### config.mk
export PLATFORM = sky130hd
export DESIGN_NAME = rtc_calendar_clock_unit
export DESIGN_NICKNAME = d
export VERILOG_FILES = /design/src/rtc_pkg.sv /design/src/rtc_tick_gen.sv /design/src/rtc_ahb_port.sv /design/src/rtc_calendar_clock_unit.sv
export SDC_FILE = /design/constraint.sdc
export NUM_CORES = 1
export LEC_CHECK = 0
export BUFFER_PORTS_ARGS = -buffer_cell sky130_fd_sc_hd__buf_2
export CORE_AREA = 2 2 210 212
export CTS_BUF_LIST = sky130_fd_sc_hd__clkbuf_4 sky130_fd_sc_hd__clkbuf_8 sky130_fd_sc_hd__clkbuf_16
export CTS_CLUSTER_DIAMETER = 40
export DETAILED_ROUTE_END_ITERATION = 10
export DIE_AREA = 0 0 212 214
export PLACE_DENSITY = 0.54
export SLEW_MARGIN = 20
export SYNTH_ARGS = -nofsm -noshare
export SYNTH_HDL_FRONTEND = slang
export SYNTH_SLANG_ARGS = --single-unit
### constraint.sdc
create_clock -name hclk -period 4.1 [get_ports hclk]
set_input_delay 0.205 -clock hclk [delete_from_list [all_inputs] [get_ports hclk]]
set_output_delay 0.205 -clock hclk [all_outputs]
set_load 0.01 [all_outputs]
### src/rtc_pkg.sv
// shared constants of the calendar clock unit: timing, register map, fields
package rtc_pkg;

  // ****************************************************************
  // timing
  // ****************************************************************
  localparam int CLK_PERIOD_NS = 10;
  localparam int SECOND_NS = 1000000000;
  localparam int TICK_CYCLES = SECOND_NS / CLK_PERIOD_NS;

  // ****************************************************************
  // register offsets (byte addresses)
  // ****************************************************************
  localparam logic [7:0] CTRL_OFS = 8'h00;
  localparam logic [7:0] TIME_OFS = 8'h04;
  localparam logic [7:0] DAY_OFS = 8'h08;
  localparam logic [7:0] DST_FWD_OFS = 8'h0C;
  localparam logic [7:0] DST_BACK_OFS = 8'h10;
  localparam logic [7:0] ALARM_TIME_OFS = 8'h14;
  localparam logic [7:0] ALARM_DAY_OFS = 8'h18;
  localparam logic [7:0] INT_STATUS_OFS = 8'h1C;
  localparam logic [7:0] INT_CLEAR_OFS = 8'h20;
  localparam logic [7:0] INT_ENABLE_OFS = 8'h24;
  localparam logic [7:0] STATUS_OFS = 8'h28;

  // ****************************************************************
  // field positions
  // ****************************************************************
  localparam int CTRL_RUN_BIT = 0;
  localparam int CTRL_DST_BIT = 1;
  localparam int CTRL_ALARM_BIT = 2;
  localparam int SEC_LSB = 0;
  localparam int MIN_LSB = 8;
  localparam int HOUR_LSB = 16;
  localparam int DAY_LSB = 0;
  localparam int INT_ALARM_BIT = 0;
  localparam int INT_FWD_BIT = 1;
  localparam int INT_BACK_BIT = 2;
  localparam int INT_SEC_BIT = 3;
  localparam int INT_W = 4;
  localparam int STATUS_REPEAT_BIT = 0;

  // ****************************************************************
  // limits and reset values
  // ****************************************************************
  localparam logic [5:0] SEC_MAX = 6'h3B;
  localparam logic [5:0] MIN_MAX = 6'h3B;
  localparam logic [5:0] HOUR_MAX = 6'h17;
  localparam logic [2:0] CTRL_RST = 3'h0;
  localparam logic [5:0] TIME_FIELD_RST = 6'h00;
  localparam logic [15:0] DAY_RST = 16'h0000;
  localparam logic [INT_W-1:0] INT_RST = 4'h0;
  localparam logic [1:0] HTRANS_NONSEQ = 2'h2;

endpackage : rtc_pkg

### src/rtc_tick_gen.sv
// one-second tick prescaler for the calendar clock unit
`timescale 1ns/1ns
module rtc_tick_gen
  import rtc_pkg::*;
#(
  parameter int CYCLES = TICK_CYCLES
)
(
  input wire logic hclk,
  input wire logic hresetn,
  input wire logic run,
  output logic tick
);

  localparam int CW = $clog2(CYCLES + 1);
  localparam logic [CW-1:0] LAST = CW'(CYCLES - 1);

  logic [CW-1:0] count_reg;

  // count hclk cycles; held at zero while stopped so a restart is a full second
  always_ff @(posedge hclk or negedge hresetn)
  begin
    if (!hresetn)
    begin
      count_reg <= '0;
      tick <= 1'b0;
    end
    else if (!run)
    begin
      count_reg <= '0;
      tick <= 1'b0;
    end
    else if (count_reg == LAST)
    begin
      count_reg <= '0;
      tick <= 1'b1;
    end
    else
    begin
      count_reg <= count_reg + CW'(1);
      tick <= 1'b0;
    end
  end

endmodule : rtc_tick_gen

### src/rtc_ahb_port.sv
// ahb-lite slave front end: address phase capture, zero wait states
`timescale 1ns/1ns
module rtc_ahb_port
  import rtc_pkg::*;
(
  input wire logic hclk,
  input wire logic hresetn,
  input wire logic hsel,
  input wire logic [31:0] haddr,
  input wire logic [1:0] htrans,
  input wire logic hwrite,
  input wire logic hready,
  output logic rd_en,
  output logic [7:0] rd_addr,
  output logic wr_en,
  output logic [7:0] wr_addr
);

  logic wr_pend_reg;
  logic [7:0] wr_addr_reg;
  logic take;

  // only htrans[1] is decoded, so seq counts as a transfer as nonseq does; busy and seq never come from this master
  assign take = hsel & hready & htrans[1];
  assign rd_en = take & ~hwrite;
  assign rd_addr = haddr[7:0];

  // a write is applied in its data phase, when hwdata stands
  always_ff @(posedge hclk or negedge hresetn)
  begin
    if (!hresetn)
    begin
      wr_pend_reg <= 1'b0;
      wr_addr_reg <= 8'h00;
    end
    else
    begin
      wr_pend_reg <= take & hwrite;
      if (take & hwrite)
        wr_addr_reg <= haddr[7:0];
    end
  end

  assign wr_en = wr_pend_reg;
  assign wr_addr = wr_addr_reg;

endmodule : rtc_ahb_port

### src/rtc_calendar_clock_unit.sv
// calendar clock unit: time of day, daylight saving, alarm, ahb-lite regs
//
// Contract
// - forward and fall-back day and hour configurable
// - forward instant skips one whole hour
// - fall-back instant repeats hour exactly once
// - after repeat, next rollover advances normally
// - saving disabled gives plain hour rollovers
// - reprogrammable alarm raises processor interrupt
// - forward jump independent of fall-back state
//
// Our own choices: the AHB-Lite slave port and the placing of the registers.
`timescale 1ns/1ns
module rtc_calendar_clock_unit
  import rtc_pkg::*;
#(
  parameter int TICK_COUNT = TICK_CYCLES
)
(
  input wire logic hclk,
  input wire logic hresetn,
  input wire logic hsel,
  input wire logic [31:0] haddr,
  input wire logic [1:0] htrans,
  input wire logic hwrite,
  input wire logic [2:0] hsize,
  input wire logic [31:0] hwdata,
  input wire logic hready,
  output logic [31:0] hrdata,
  output logic hreadyout,
  output logic hresp,
  output logic irq
);

  // ****************************************************************
  // helpers
  // ****************************************************************
  // increment with wrap at a limit; used for every time field
  function automatic logic [5:0] inc_wrap(input logic [5:0] v,
                                          input logic [5:0] lim);
    inc_wrap = (v == lim) ? 6'h00 : v + 6'h01;
  endfunction : inc_wrap

  // pack a time of day into the register layout
  function automatic logic [31:0] pack_time(input logic [5:0] s,
                                            input logic [5:0] m,
                                            input logic [5:0] h);
    logic [31:0] w;
    w = 32'h0000_0000;
    w[SEC_LSB +: 6] = s;
    w[MIN_LSB +: 6] = m;
    w[HOUR_LSB +: 5] = h[4:0];
    pack_time = w;
  endfunction : pack_time

  // ****************************************************************
  // declarations
  // ****************************************************************
  logic rd_en, wr_en, tick;
  logic [7:0] rd_addr, wr_addr;
  logic [2:0] ctrl_reg;
  logic [5:0] sec_reg, min_reg, hour_reg;
  logic [15:0] day_reg, fwd_day_reg, back_day_reg;
  logic [5:0] fwd_hour_reg, back_hour_reg;
  logic [5:0] al_sec_reg, al_min_reg, al_hour_reg;
  logic [15:0] al_day_reg;
  logic [INT_W-1:0] int_status_reg, int_enable_reg;
  logic repeat_reg;
  logic [5:0] sec_next, min_next, hour_next;
  logic [15:0] day_next;
  logic [5:0] n_sec, n_min, n_hour;
  logic [15:0] n_day;
  logic carry_s, carry_m, carry_h;
  logic dst_en, fwd_hit, back_hit, alarm_hit, time_wr;
  logic [INT_W-1:0] int_set, int_clr;
  logic [31:0] rd_mux;

  // ****************************************************************
  // bus front end and second tick
  // ****************************************************************
  rtc_ahb_port u_port (
    .hclk(hclk), .hresetn(hresetn), .hsel(hsel), .haddr(haddr),
    .htrans(htrans), .hwrite(hwrite), .hready(hready),
    .rd_en(rd_en), .rd_addr(rd_addr), .wr_en(wr_en), .wr_addr(wr_addr)
  );

  rtc_tick_gen #(.CYCLES(TICK_COUNT)) u_tick (
    .hclk(hclk),
    .hresetn(hresetn),
    .run(ctrl_reg[CTRL_RUN_BIT]),
    .tick(tick)
  );

  assign dst_en = ctrl_reg[CTRL_DST_BIT];
  assign time_wr = wr_en & ((wr_addr == TIME_OFS) | (wr_addr == DAY_OFS));

  // ****************************************************************
  // time of day arithmetic
  // ****************************************************************
  // plain field carry
  always_comb
  begin
    carry_s = (sec_reg == SEC_MAX);
    carry_m = carry_s & (min_reg == MIN_MAX);
    carry_h = carry_m & (hour_reg == HOUR_MAX);
    n_sec = inc_wrap(sec_reg, SEC_MAX);
    n_min = carry_s ? inc_wrap(min_reg, MIN_MAX) : min_reg;
    n_hour = carry_m ? inc_wrap(hour_reg, HOUR_MAX) : hour_reg;
    n_day = carry_h ? day_reg + 16'h0001 : day_reg;
  end

  // instants compare against the plain next time at an hour edge
  // both adjustments gated off while saving is disabled
  assign fwd_hit = dst_en & carry_m & (n_day == fwd_day_reg)
                   & (n_hour == fwd_hour_reg);
  assign back_hit = dst_en & carry_m & (n_day == back_day_reg)
                    & (n_hour == back_hour_reg);

  // adjusted next time
  always_comb
  begin
    sec_next = n_sec;
    min_next = n_min;
    hour_next = n_hour;
    day_next = n_day;
    if (fwd_hit)
    begin
      hour_next = inc_wrap(n_hour, HOUR_MAX);
      if (n_hour == HOUR_MAX)
        day_next = n_day + 16'h0001;
    end
    // step back once by staying in the current hour
    else if (back_hit & ~repeat_reg)
    begin
      hour_next = hour_reg;
      day_next = day_reg;
    end
  end

  // alarm when the running time reaches the programmed value
  assign alarm_hit = tick & ctrl_reg[CTRL_ALARM_BIT]
                     & (sec_next == al_sec_reg) & (min_next == al_min_reg)
                     & (hour_next == al_hour_reg) & (day_next == al_day_reg);

  // ****************************************************************
  // time registers
  // ****************************************************************
  // software load wins over a tick in the same cycle
  always_ff @(posedge hclk or negedge hresetn)
  begin
    if (!hresetn)
    begin
      sec_reg <= TIME_FIELD_RST;
      min_reg <= TIME_FIELD_RST;
      hour_reg <= TIME_FIELD_RST;
      day_reg <= DAY_RST;
    end
    else if (wr_en & (wr_addr == TIME_OFS))
    begin
      sec_reg <= hwdata[SEC_LSB +: 6];
      min_reg <= hwdata[MIN_LSB +: 6];
      hour_reg <= {1'b0, hwdata[HOUR_LSB +: 5]};
    end
    else if (wr_en & (wr_addr == DAY_OFS))
      day_reg <= hwdata[DAY_LSB +: 16];
    else if (tick)
    begin
      sec_reg <= sec_next;
      min_reg <= min_next;
      hour_reg <= hour_next;
      day_reg <= day_next;
    end
  end

  // repeat marker: the second pass of the instant clears it
  // also cleared by a time load or by disabling, so no stale repeat
  always_ff @(posedge hclk or negedge hresetn)
  begin
    if (!hresetn)
      repeat_reg <= 1'b0;
    else if (time_wr | ~dst_en)
      repeat_reg <= 1'b0;
    else if (tick & back_hit)
      repeat_reg <= ~repeat_reg;
  end

  // ****************************************************************
  // configuration registers
  // ****************************************************************
  // saving instants and control
  always_ff @(posedge hclk or negedge hresetn)
  begin
    if (!hresetn)
    begin
      ctrl_reg <= CTRL_RST;
      fwd_day_reg <= DAY_RST;
      fwd_hour_reg <= TIME_FIELD_RST;
      back_day_reg <= DAY_RST;
      back_hour_reg <= TIME_FIELD_RST;
    end
    else if (wr_en)
    begin
      case (wr_addr)
        CTRL_OFS: ctrl_reg <= hwdata[2:0];
        DST_FWD_OFS:
        begin
          fwd_day_reg <= hwdata[DAY_LSB +: 16];
          fwd_hour_reg <= {1'b0, hwdata[HOUR_LSB +: 5]};
        end
        DST_BACK_OFS:
        begin
          back_day_reg <= hwdata[DAY_LSB +: 16];
          back_hour_reg <= {1'b0, hwdata[HOUR_LSB +: 5]};
        end
        default: ctrl_reg <= ctrl_reg;
      endcase
    end
  end

  // alarm value, writable at any time
  always_ff @(posedge hclk or negedge hresetn)
  begin
    if (!hresetn)
    begin
      al_sec_reg <= TIME_FIELD_RST;
      al_min_reg <= TIME_FIELD_RST;
      al_hour_reg <= TIME_FIELD_RST;
      al_day_reg <= DAY_RST;
    end
    else if (wr_en & (wr_addr == ALARM_TIME_OFS))
    begin
      al_sec_reg <= hwdata[SEC_LSB +: 6];
      al_min_reg <= hwdata[MIN_LSB +: 6];
      al_hour_reg <= {1'b0, hwdata[HOUR_LSB +: 5]};
    end
    else if (wr_en & (wr_addr == ALARM_DAY_OFS))
      al_day_reg <= hwdata[DAY_LSB +: 16];
  end

  // ****************************************************************
  // interrupts
  // ****************************************************************
  always_comb
  begin
    int_set = INT_RST;
    int_set[INT_ALARM_BIT] = alarm_hit;
    int_set[INT_FWD_BIT] = tick & fwd_hit;
    int_set[INT_BACK_BIT] = tick & back_hit & ~repeat_reg;
    int_set[INT_SEC_BIT] = tick;
    int_clr = (wr_en & (wr_addr == INT_CLEAR_OFS)) ? hwdata[INT_W-1:0]
                                                    : INT_RST;
  end

  // sticky status; a set in the clearing cycle wins so no event is lost
  always_ff @(posedge hclk or negedge hresetn)
  begin
    if (!hresetn)
      int_status_reg <= INT_RST;
    else
      int_status_reg <= (int_status_reg & ~int_clr) | int_set;
  end

  always_ff @(posedge hclk or negedge hresetn)
  begin
    if (!hresetn)
      int_enable_reg <= INT_RST;
    else if (wr_en & (wr_addr == INT_ENABLE_OFS))
      int_enable_reg <= hwdata[INT_W-1:0];
  end

  // level interrupt, one cycle behind the status it reflects
  always_ff @(posedge hclk or negedge hresetn)
  begin
    if (!hresetn)
      irq <= 1'b0;
    else
      irq <= |(int_status_reg & int_enable_reg);
  end

  // ****************************************************************
  // read path and bus response
  // ****************************************************************
  // write-only clear and unmapped offsets read as zero
  always_comb
  begin
    rd_mux = 32'h0000_0000;
    case (rd_addr)
      CTRL_OFS: rd_mux[2:0] = ctrl_reg;
      TIME_OFS: rd_mux = pack_time(sec_reg, min_reg, hour_reg);
      DAY_OFS: rd_mux[15:0] = day_reg;
      DST_FWD_OFS: rd_mux = {11'h000, fwd_hour_reg[4:0], fwd_day_reg};
      DST_BACK_OFS: rd_mux = {11'h000, back_hour_reg[4:0], back_day_reg};
      ALARM_TIME_OFS: rd_mux = pack_time(al_sec_reg, al_min_reg,
                                         al_hour_reg);
      ALARM_DAY_OFS: rd_mux[15:0] = al_day_reg;
      INT_STATUS_OFS: rd_mux[INT_W-1:0] = int_status_reg;
      INT_ENABLE_OFS: rd_mux[INT_W-1:0] = int_enable_reg;
      STATUS_OFS: rd_mux[STATUS_REPEAT_BIT] = repeat_reg;
      default: rd_mux = 32'h0000_0000;
    endcase
  end

  // data captured at the address phase, standing through the data phase
  always_ff @(posedge hclk or negedge hresetn)
  begin
    if (!hresetn)
      hrdata <= 32'h0000_0000;
    else if (rd_en)
      hrdata <= rd_mux;
  end

  // zero wait states, always okay; hsize is not needed for word access
  always_ff @(posedge hclk or negedge hresetn)
  begin
    if (!hresetn)
    begin
      hreadyout <= 1'b0;
      hresp <= 1'b0;
    end
    else
    begin
      hreadyout <= 1'b1;
      hresp <= 1'b0;
    end
  end

endmodule : rtc_calendar_clock_unit

# ---- Yosys cells after proc, flatten, opt, wreduce, memory -nomap -nowiden
# Cells that the tools add are included.
dict set report totals {
  regBits 192
  latchBits 0
  ram_bits 0
  romBits 0
  in_bits 74
  output_inout_bits 35
  elab_cells 146
  n_memories 0
}
dict set report op_classes {
  add_sub_neg 7
  n_mul 0
  div 0
  order_cmp 0
  n_eq_ne 31
  n_shift 0
  mux 35
  bitwise_logic 38
  reduce_logical 12
}
# operator n
set ops {}
lappend ops {{2-to-1 mux 6 bit} 17}
lappend ops {{2-to-1 mux 16 bit} 6}
lappend ops {{one-hot mux 12 bit (6 select lines)} 1}
lappend ops {{equality test 8 x 5 -> 1 bit (second input constant)} 7}
lappend ops {{2-to-1 mux 27 bit} 2}
lappend ops {{equality test 16 bit} 3}
lappend ops {{adder 16 x 1 -> 16 bit (second input constant)} 2}
lappend ops {{equality test 8 x 4 -> 1 bit (second input constant)} 4}
lappend ops {{equality test 8 x 6 -> 1 bit (second input constant)} 4}
lappend ops {{adder 27 x 1 -> 27 bit (second input constant)} 1}
lappend ops {{bitwise AND 1 bit} 27}
lappend ops {{equality test 27 bit (second input constant)} 1}
lappend ops {{adder 6 x 1 -> 6 bit (second input constant)} 4}
lappend ops {{one-hot mux 5 bit (4 select lines)} 1}
lappend ops {{equality test 6 x 5 -> 1 bit} 3}
lappend ops {{one-hot mux 2 bit (9 select lines)} 1}
lappend ops {{equality test 8 x 3 -> 1 bit (second input constant)} 2}
lappend ops {{logical NOT 8 bit} 2}
lappend ops {{equality test 6 x 5 -> 1 bit (second input constant)} 2}
lappend ops {{equality test 6 bit} 2}
lappend ops {{equality test 6 bit (second input constant)} 2}
lappend ops {{AND reduction 2 bit} 6}
lappend ops {{one-hot mux 1 bit (10 select lines)} 1}
lappend ops {{bitwise AND 4 bit} 2}
lappend ops {{other kinds (10)} 20}

# ---- Longest topological paths before layout
dict set report depth {
  word_depth 14
  depth_mapped 20
  depth_no_buf 18
}

# ---- Cells and area by module
# From an unflattened synthesis, not the netlist that was laid out.
dict set report unflattened {
  cells_unflattened 1363
  hier_area_um2 12425.7
}
# module n_inst cells_per_inst area_per_inst_um2 seq_area_each_um2
set by_module_without_submodules {}
lappend by_module_without_submodules {rtc_calendar_clock_unit 1 1188 10546.4 3603.5}
lappend by_module_without_submodules {rtc_tick_gen 1 146 1470.2 700.7}
lappend by_module_without_submodules {rtc_ahb_port 1 29 409.1 225.2}

# ---- Worst setup path before layout
# OpenSTA, ideal clock, no wires.
dict set report synth_path {
  path_kind {register -> register}
  startpoint {register sec_reg[0]}
  endpoint {register int_status_reg[0]}
  setup_ps 92
  arrival_time_ps 4445
  required_ps 4008
  slack_ps -437
  stages_incl_launch_ff 16
  n_path_buf 1
  synth_period_minus_slack_ps 4537
  cell_sequence {dfrtp_1 > ha_1 > buf_2 > nand3_1 > nor4_1 > nand3_1 > xor2_1 > xor2_1 > o2111ai_1 > or4_4 > or4_1 > o21ai_1 > xnor2_1 > nor2_1 > or4_1 > o31ai_2}
}
dict set report synth_between {
  elab_chain_cells 14
  elab_cells_between_ends 36
  cone_classes {3 x add/sub; 10 x eq/ne; 10 x mux; 13 x bitwise}
}
# item line_no
set synth_rtl {}
lappend synth_rtl {{start: declaration} rtc_calendar_clock_unit.sv:62} ;# logic [5:0] sec_reg, min_reg, hour_reg;
lappend synth_rtl {{start signal: assignment} rtc_calendar_clock_unit.sv:160} ;# sec_reg <= hwdata[SEC_LSB +: 6];
lappend synth_rtl {{start signal: assignment} rtc_calendar_clock_unit.sv:168} ;# sec_reg <= sec_next;
lappend synth_rtl {{branches (longest 12 deep; another with adder 16 x 1 -> 16 bit)} -}
lappend synth_rtl {{bitwise AND 1 bit (*)} rtc_calendar_clock_unit.sv:143} ;# & (hour_next == al_hour_reg) & (day_next == al_day_reg);
lappend synth_rtl {{bitwise OR 4 bit (*)} rtc_calendar_clock_unit.sv:260} ;# int_status_reg <= (int_status_reg & ~int_clr) | int_set;
lappend synth_rtl {{end signal: assignment} rtc_calendar_clock_unit.sv:260}
lappend synth_rtl {{end: declaration} rtc_calendar_clock_unit.sv:67} ;# logic [INT_W-1:0] int_status_reg, int_enable_reg;
# Mark *: on every way between the ends.
# A chain may end at the register's enable or synchronous reset.

# ---- Final worst setup path
dict set report layout_path {
  startpoint {register min_reg[0]}
  endpoint {register int_status_reg[0]}
}
dict set report layout_between {
  elab_chain_cells 14
  elab_cells_between_ends 34
  cone_classes {3 x add/sub; 9 x eq/ne; 10 x mux; 12 x bitwise}
}
# item line_no
set layout_rtl {}
lappend layout_rtl {{start: declaration} rtc_calendar_clock_unit.sv:62}
lappend layout_rtl {{start signal: assignment} rtc_calendar_clock_unit.sv:161} ;# min_reg <= hwdata[MIN_LSB +: 6];
lappend layout_rtl {{start signal: assignment} rtc_calendar_clock_unit.sv:169} ;# min_reg <= min_next;
lappend layout_rtl {{branches (longest 12 deep; another with adder 16 x 1 -> 16 bit)} -}
lappend layout_rtl {{bitwise AND 1 bit (*)} rtc_calendar_clock_unit.sv:143}
lappend layout_rtl {{bitwise OR 4 bit (*)} rtc_calendar_clock_unit.sv:260}
# Marked as above.

==> reports/summary.txt <==
Largest net degree at the start of global routing: 108
Clk Latency, worst-skew pair: 510 ps
Worst Clk Skew: 14.8 ps
RSZ-0062 raised after global routing: yes
Setup crit end kind: register
Worst Path Required: 4520 ps
EDFF count, synth: 0
Die Area: 0.0454 sq mm
Hold WS: 50.4 ps
Max cap viols: 0
Drt pass-1 iters: 7
Inserted Clock Buffers: 17
Portion of netlist area occupied by mux cells: 10.9%
Crit path time final: 4680 ps
CTS Buffer Depth: 2
Sequential element share of the synthesized area: 35.6%
Critical path origin: min_reg[0]
Routed wire length: 61.6 mm
Max FFs per register: 27
Compound-cell area share of the yosys netlist: 16.3%
Ys flop type: dfrtp_1
Worst path max stage delay: 510 ps
HPWL Detailed: 47.8 mm
Tot GR Track Use: 27.3%
Static Leak: 7.80 nW
Synth area leaders: dfrtp_1, mux2_2, nand2_1
Max stage delay cell, worst path: or4b_4
Post-detailed-route via-to-cell ratio: 5.55
Cell Chain, Critical Path: ha_2 -> nand3b_1 -> buf_4 -> buf_4 -> nor4_4 -> buf_4 -> buf_4 -> a221oi_1 -> nand3_1 -> or4b_4 -> or4_1 -> or4_4 -> a22oi_2 -> xnor2_1 -> a211oi_1 -> o2111a_1 -> nand4_1 -> o31ai_2
Cell mode on critical path: buf_4
CP max FO: 4
Ant diodes: 0
Die X-Extent: 212 um
Share of the synthesized area in the top cell type: 35.6%
RR Startpoint: min_reg[0]
R2r setup slk: -580 ps
Port buffer count: 57
Routed Antenna Nets: 0
End of the critical path: int_status_reg[0]
Largest family of logic cells by synthesized area: simple AND/OR/NAND/NOR gates
RR Endpoint: int_status_reg[0]
Synth async-reset ratio: 100%
Final core utilization: 41.5%
Total number of vias: 13,400
Synth Area in Adders: 0.688%
Depth of the worst register-to-register path: 18
Syn Inst Count: 1,450
Vias in the first global route: 13,000
Initial antenna violation count: 0
Relative slew slack: 32.7%
Peak Freq: 0.214 GHz
Cell variety after synth: 88
Startpoint Class: register
RePlAce Congestion: 0.992
I/O Pins: 109
PwrDens: 374 mW/mm^2
CP Class: register to register
Routed wl met3: 4.01 mm
#FFs+latches synth: 181
Commonest non-fill, non-tap cell in the layout: buf_4
Max Slew Vio Count: 0
Failing checks: setup timing
CTS clk-pin slew, worst paths: 90 ps
Routed wire per std cell: 25.5 um
Most frequent cells in the layout: buf_4, dfrtp_1, nand2_1
Uppermost routed layer: met4
First-pass GRT wire length: 89.5 mm
Final WS setup: -576 ps
Status: finished with violations
Area grow syn2layout: 39.8%
Setup WS pre-CTS: -836 ps
Hold Crit Class: input pin to register
Iteration-0 DRC Markers: 1,431
Mapped Area: 0.0127 sq mm
Placed Area: 0.0160 sq mm
Wire length on met1: 27.1 mm
Largest area contributor in the netlist: dfrtp_1
Period utilisation layout: 114%
# nets final: 1,897
DRC violation count after routing: 0
Grt total ovfl: 0
Pin slew with the least headroom to its limit: 1010 ps
Final Instance Area: 0.0178 sq mm
Routed wl met2: 28.0 mm
H-tree depth: 4
Setup-failing EPs final: 10
Mean post-synth cell area: 8.78 sq um
Die Ht: 214 um
# rows: 76
CTS tree: done
Clk sinks: 181
Yosys synthesis warning count: 0
Root Buffer: clkbuf_16
VDD IR max: 0.244 mV
Xor and xnor area share after synthesis: 8.31%
Top cell family by delay on the critical path: simple AND/OR/NAND/NOR gates
CORE AREA: 0.0429 sq mm
Worst path depth: 18
Synth Area in Simple Gates: 23.5%
Starting Density: 29.7%
Final hold vios: 0
Crit path buf inv count: 4
Data arrival, critical path: 5100 ps
Layout cells sized above 1: 36.9%
## cell usage after synthesis (6+ instances only)
cell / n
o221ai_1: 13
o22ai_1: 24
xor2_1: 44
nand2_1: 167
a211oi_1: 11
nor3_1: 34
xnor2_1: 56
xnor3_1: 6
dfrtp_1: 181
nor4_1: 29
o22a_1: 6
nor4b_1: 7
nor2b_1: 6
and3_1: 27
buf_4: 12
nand3_1: 58
a31oi_1: 13
mux2i_1: 49
nand4_1: 30
o21ai_0: 76
or4_1: 14
o31ai_1: 6
nand2b_1: 15
mux2_2: 80
a21oi_1: 62
buf_1: 9
o2111ai_1: 10
or3_1: 12
buf_2: 18
a22oi_1: 8
a21o_1: 10
and4_1: 7
inv_1: 26
clkbuf_1: 68
or2_2: 6
nor2_1: 117
and2_1: 14
a221oi_1: 10
ha_1: 7
## cells by family (layout without fill, tap and decap cells)
family,Yosys count,count (layout)
multiplexers,129,129
adder cells (fa/ha/maj),7,7
buffers and inverters,135,502
flip-flops,181,181
AO/OA/AOI/OAI,309,309
other,2,13
AND/OR/NAND/NOR,579,580
XOR/XNOR,108,108
## per-stage QoR
stage	instances	TNS [ps]	power, mW
2_1_floorplan	1461	-65.1	3.34
3_3_place_gp	2315	-5340	4.57
3_5_place_dp	2315	-5390	4.57
4_1_cts	2401	-1150	6.57
5_1_grt	2414	-3220	6.96
6_report	2414	-1480	6.66
## timing repair
item,in CTS,in global routing
hold buffers,15,0
buffers inserted,39,14
endpoints found under the hold margin,108,0
pin swaps,29,36
resized for setup,67,78
endpoints found under the setup margin,21,23
gates cloned,1,1
## power breakdown
part           switching, mW  internal (mW)  leakage (nW)
registers              0.220           1.95          2.22
logic                   1.46           1.26          5.28
clock network          0.936          0.837         0.300
total                   2.61           4.04          7.80
## tightest hold or removal path, cell delays in order
cell,delay (ps)
buf_2,120
inv_1,80
o21ai_0,100
## how the worst min path moves through the flow
stage	depth (start not counted)	from	slack, ps	end
floorplan	0	hresetn	-90	al_day_reg[0]
global placement	1	hresetn	290	hrdata[10]
detailed placement	1	hresetn	300	al_hour_reg[3]
CTS	3	haddr[4]	10	u_port.wr_addr[4]
global route	3	haddr[4]	50	u_port.wr_addr[4]
finish	3	haddr[4]	50	u_port.wr_addr[4]
## per-layer routing
layer,up-vias,GRT usage [%]
met5,-,0
met4,0,11.8
met3,114,4.65
met2,583,42.4
met1,6640,37.4
li1,6051,-
## final cells by class
cell class                 count  area, sq um
clock buffer                  17          425
clock inverter                15          201
fill                        4334        25100
inverter                      26         97.6
multi-input combinational   1146         8360
sequential                   181         4530
tap                          585          732
timing repair buffer         444         3460
No activity file was read; power rests on OpenSTA's default activity.
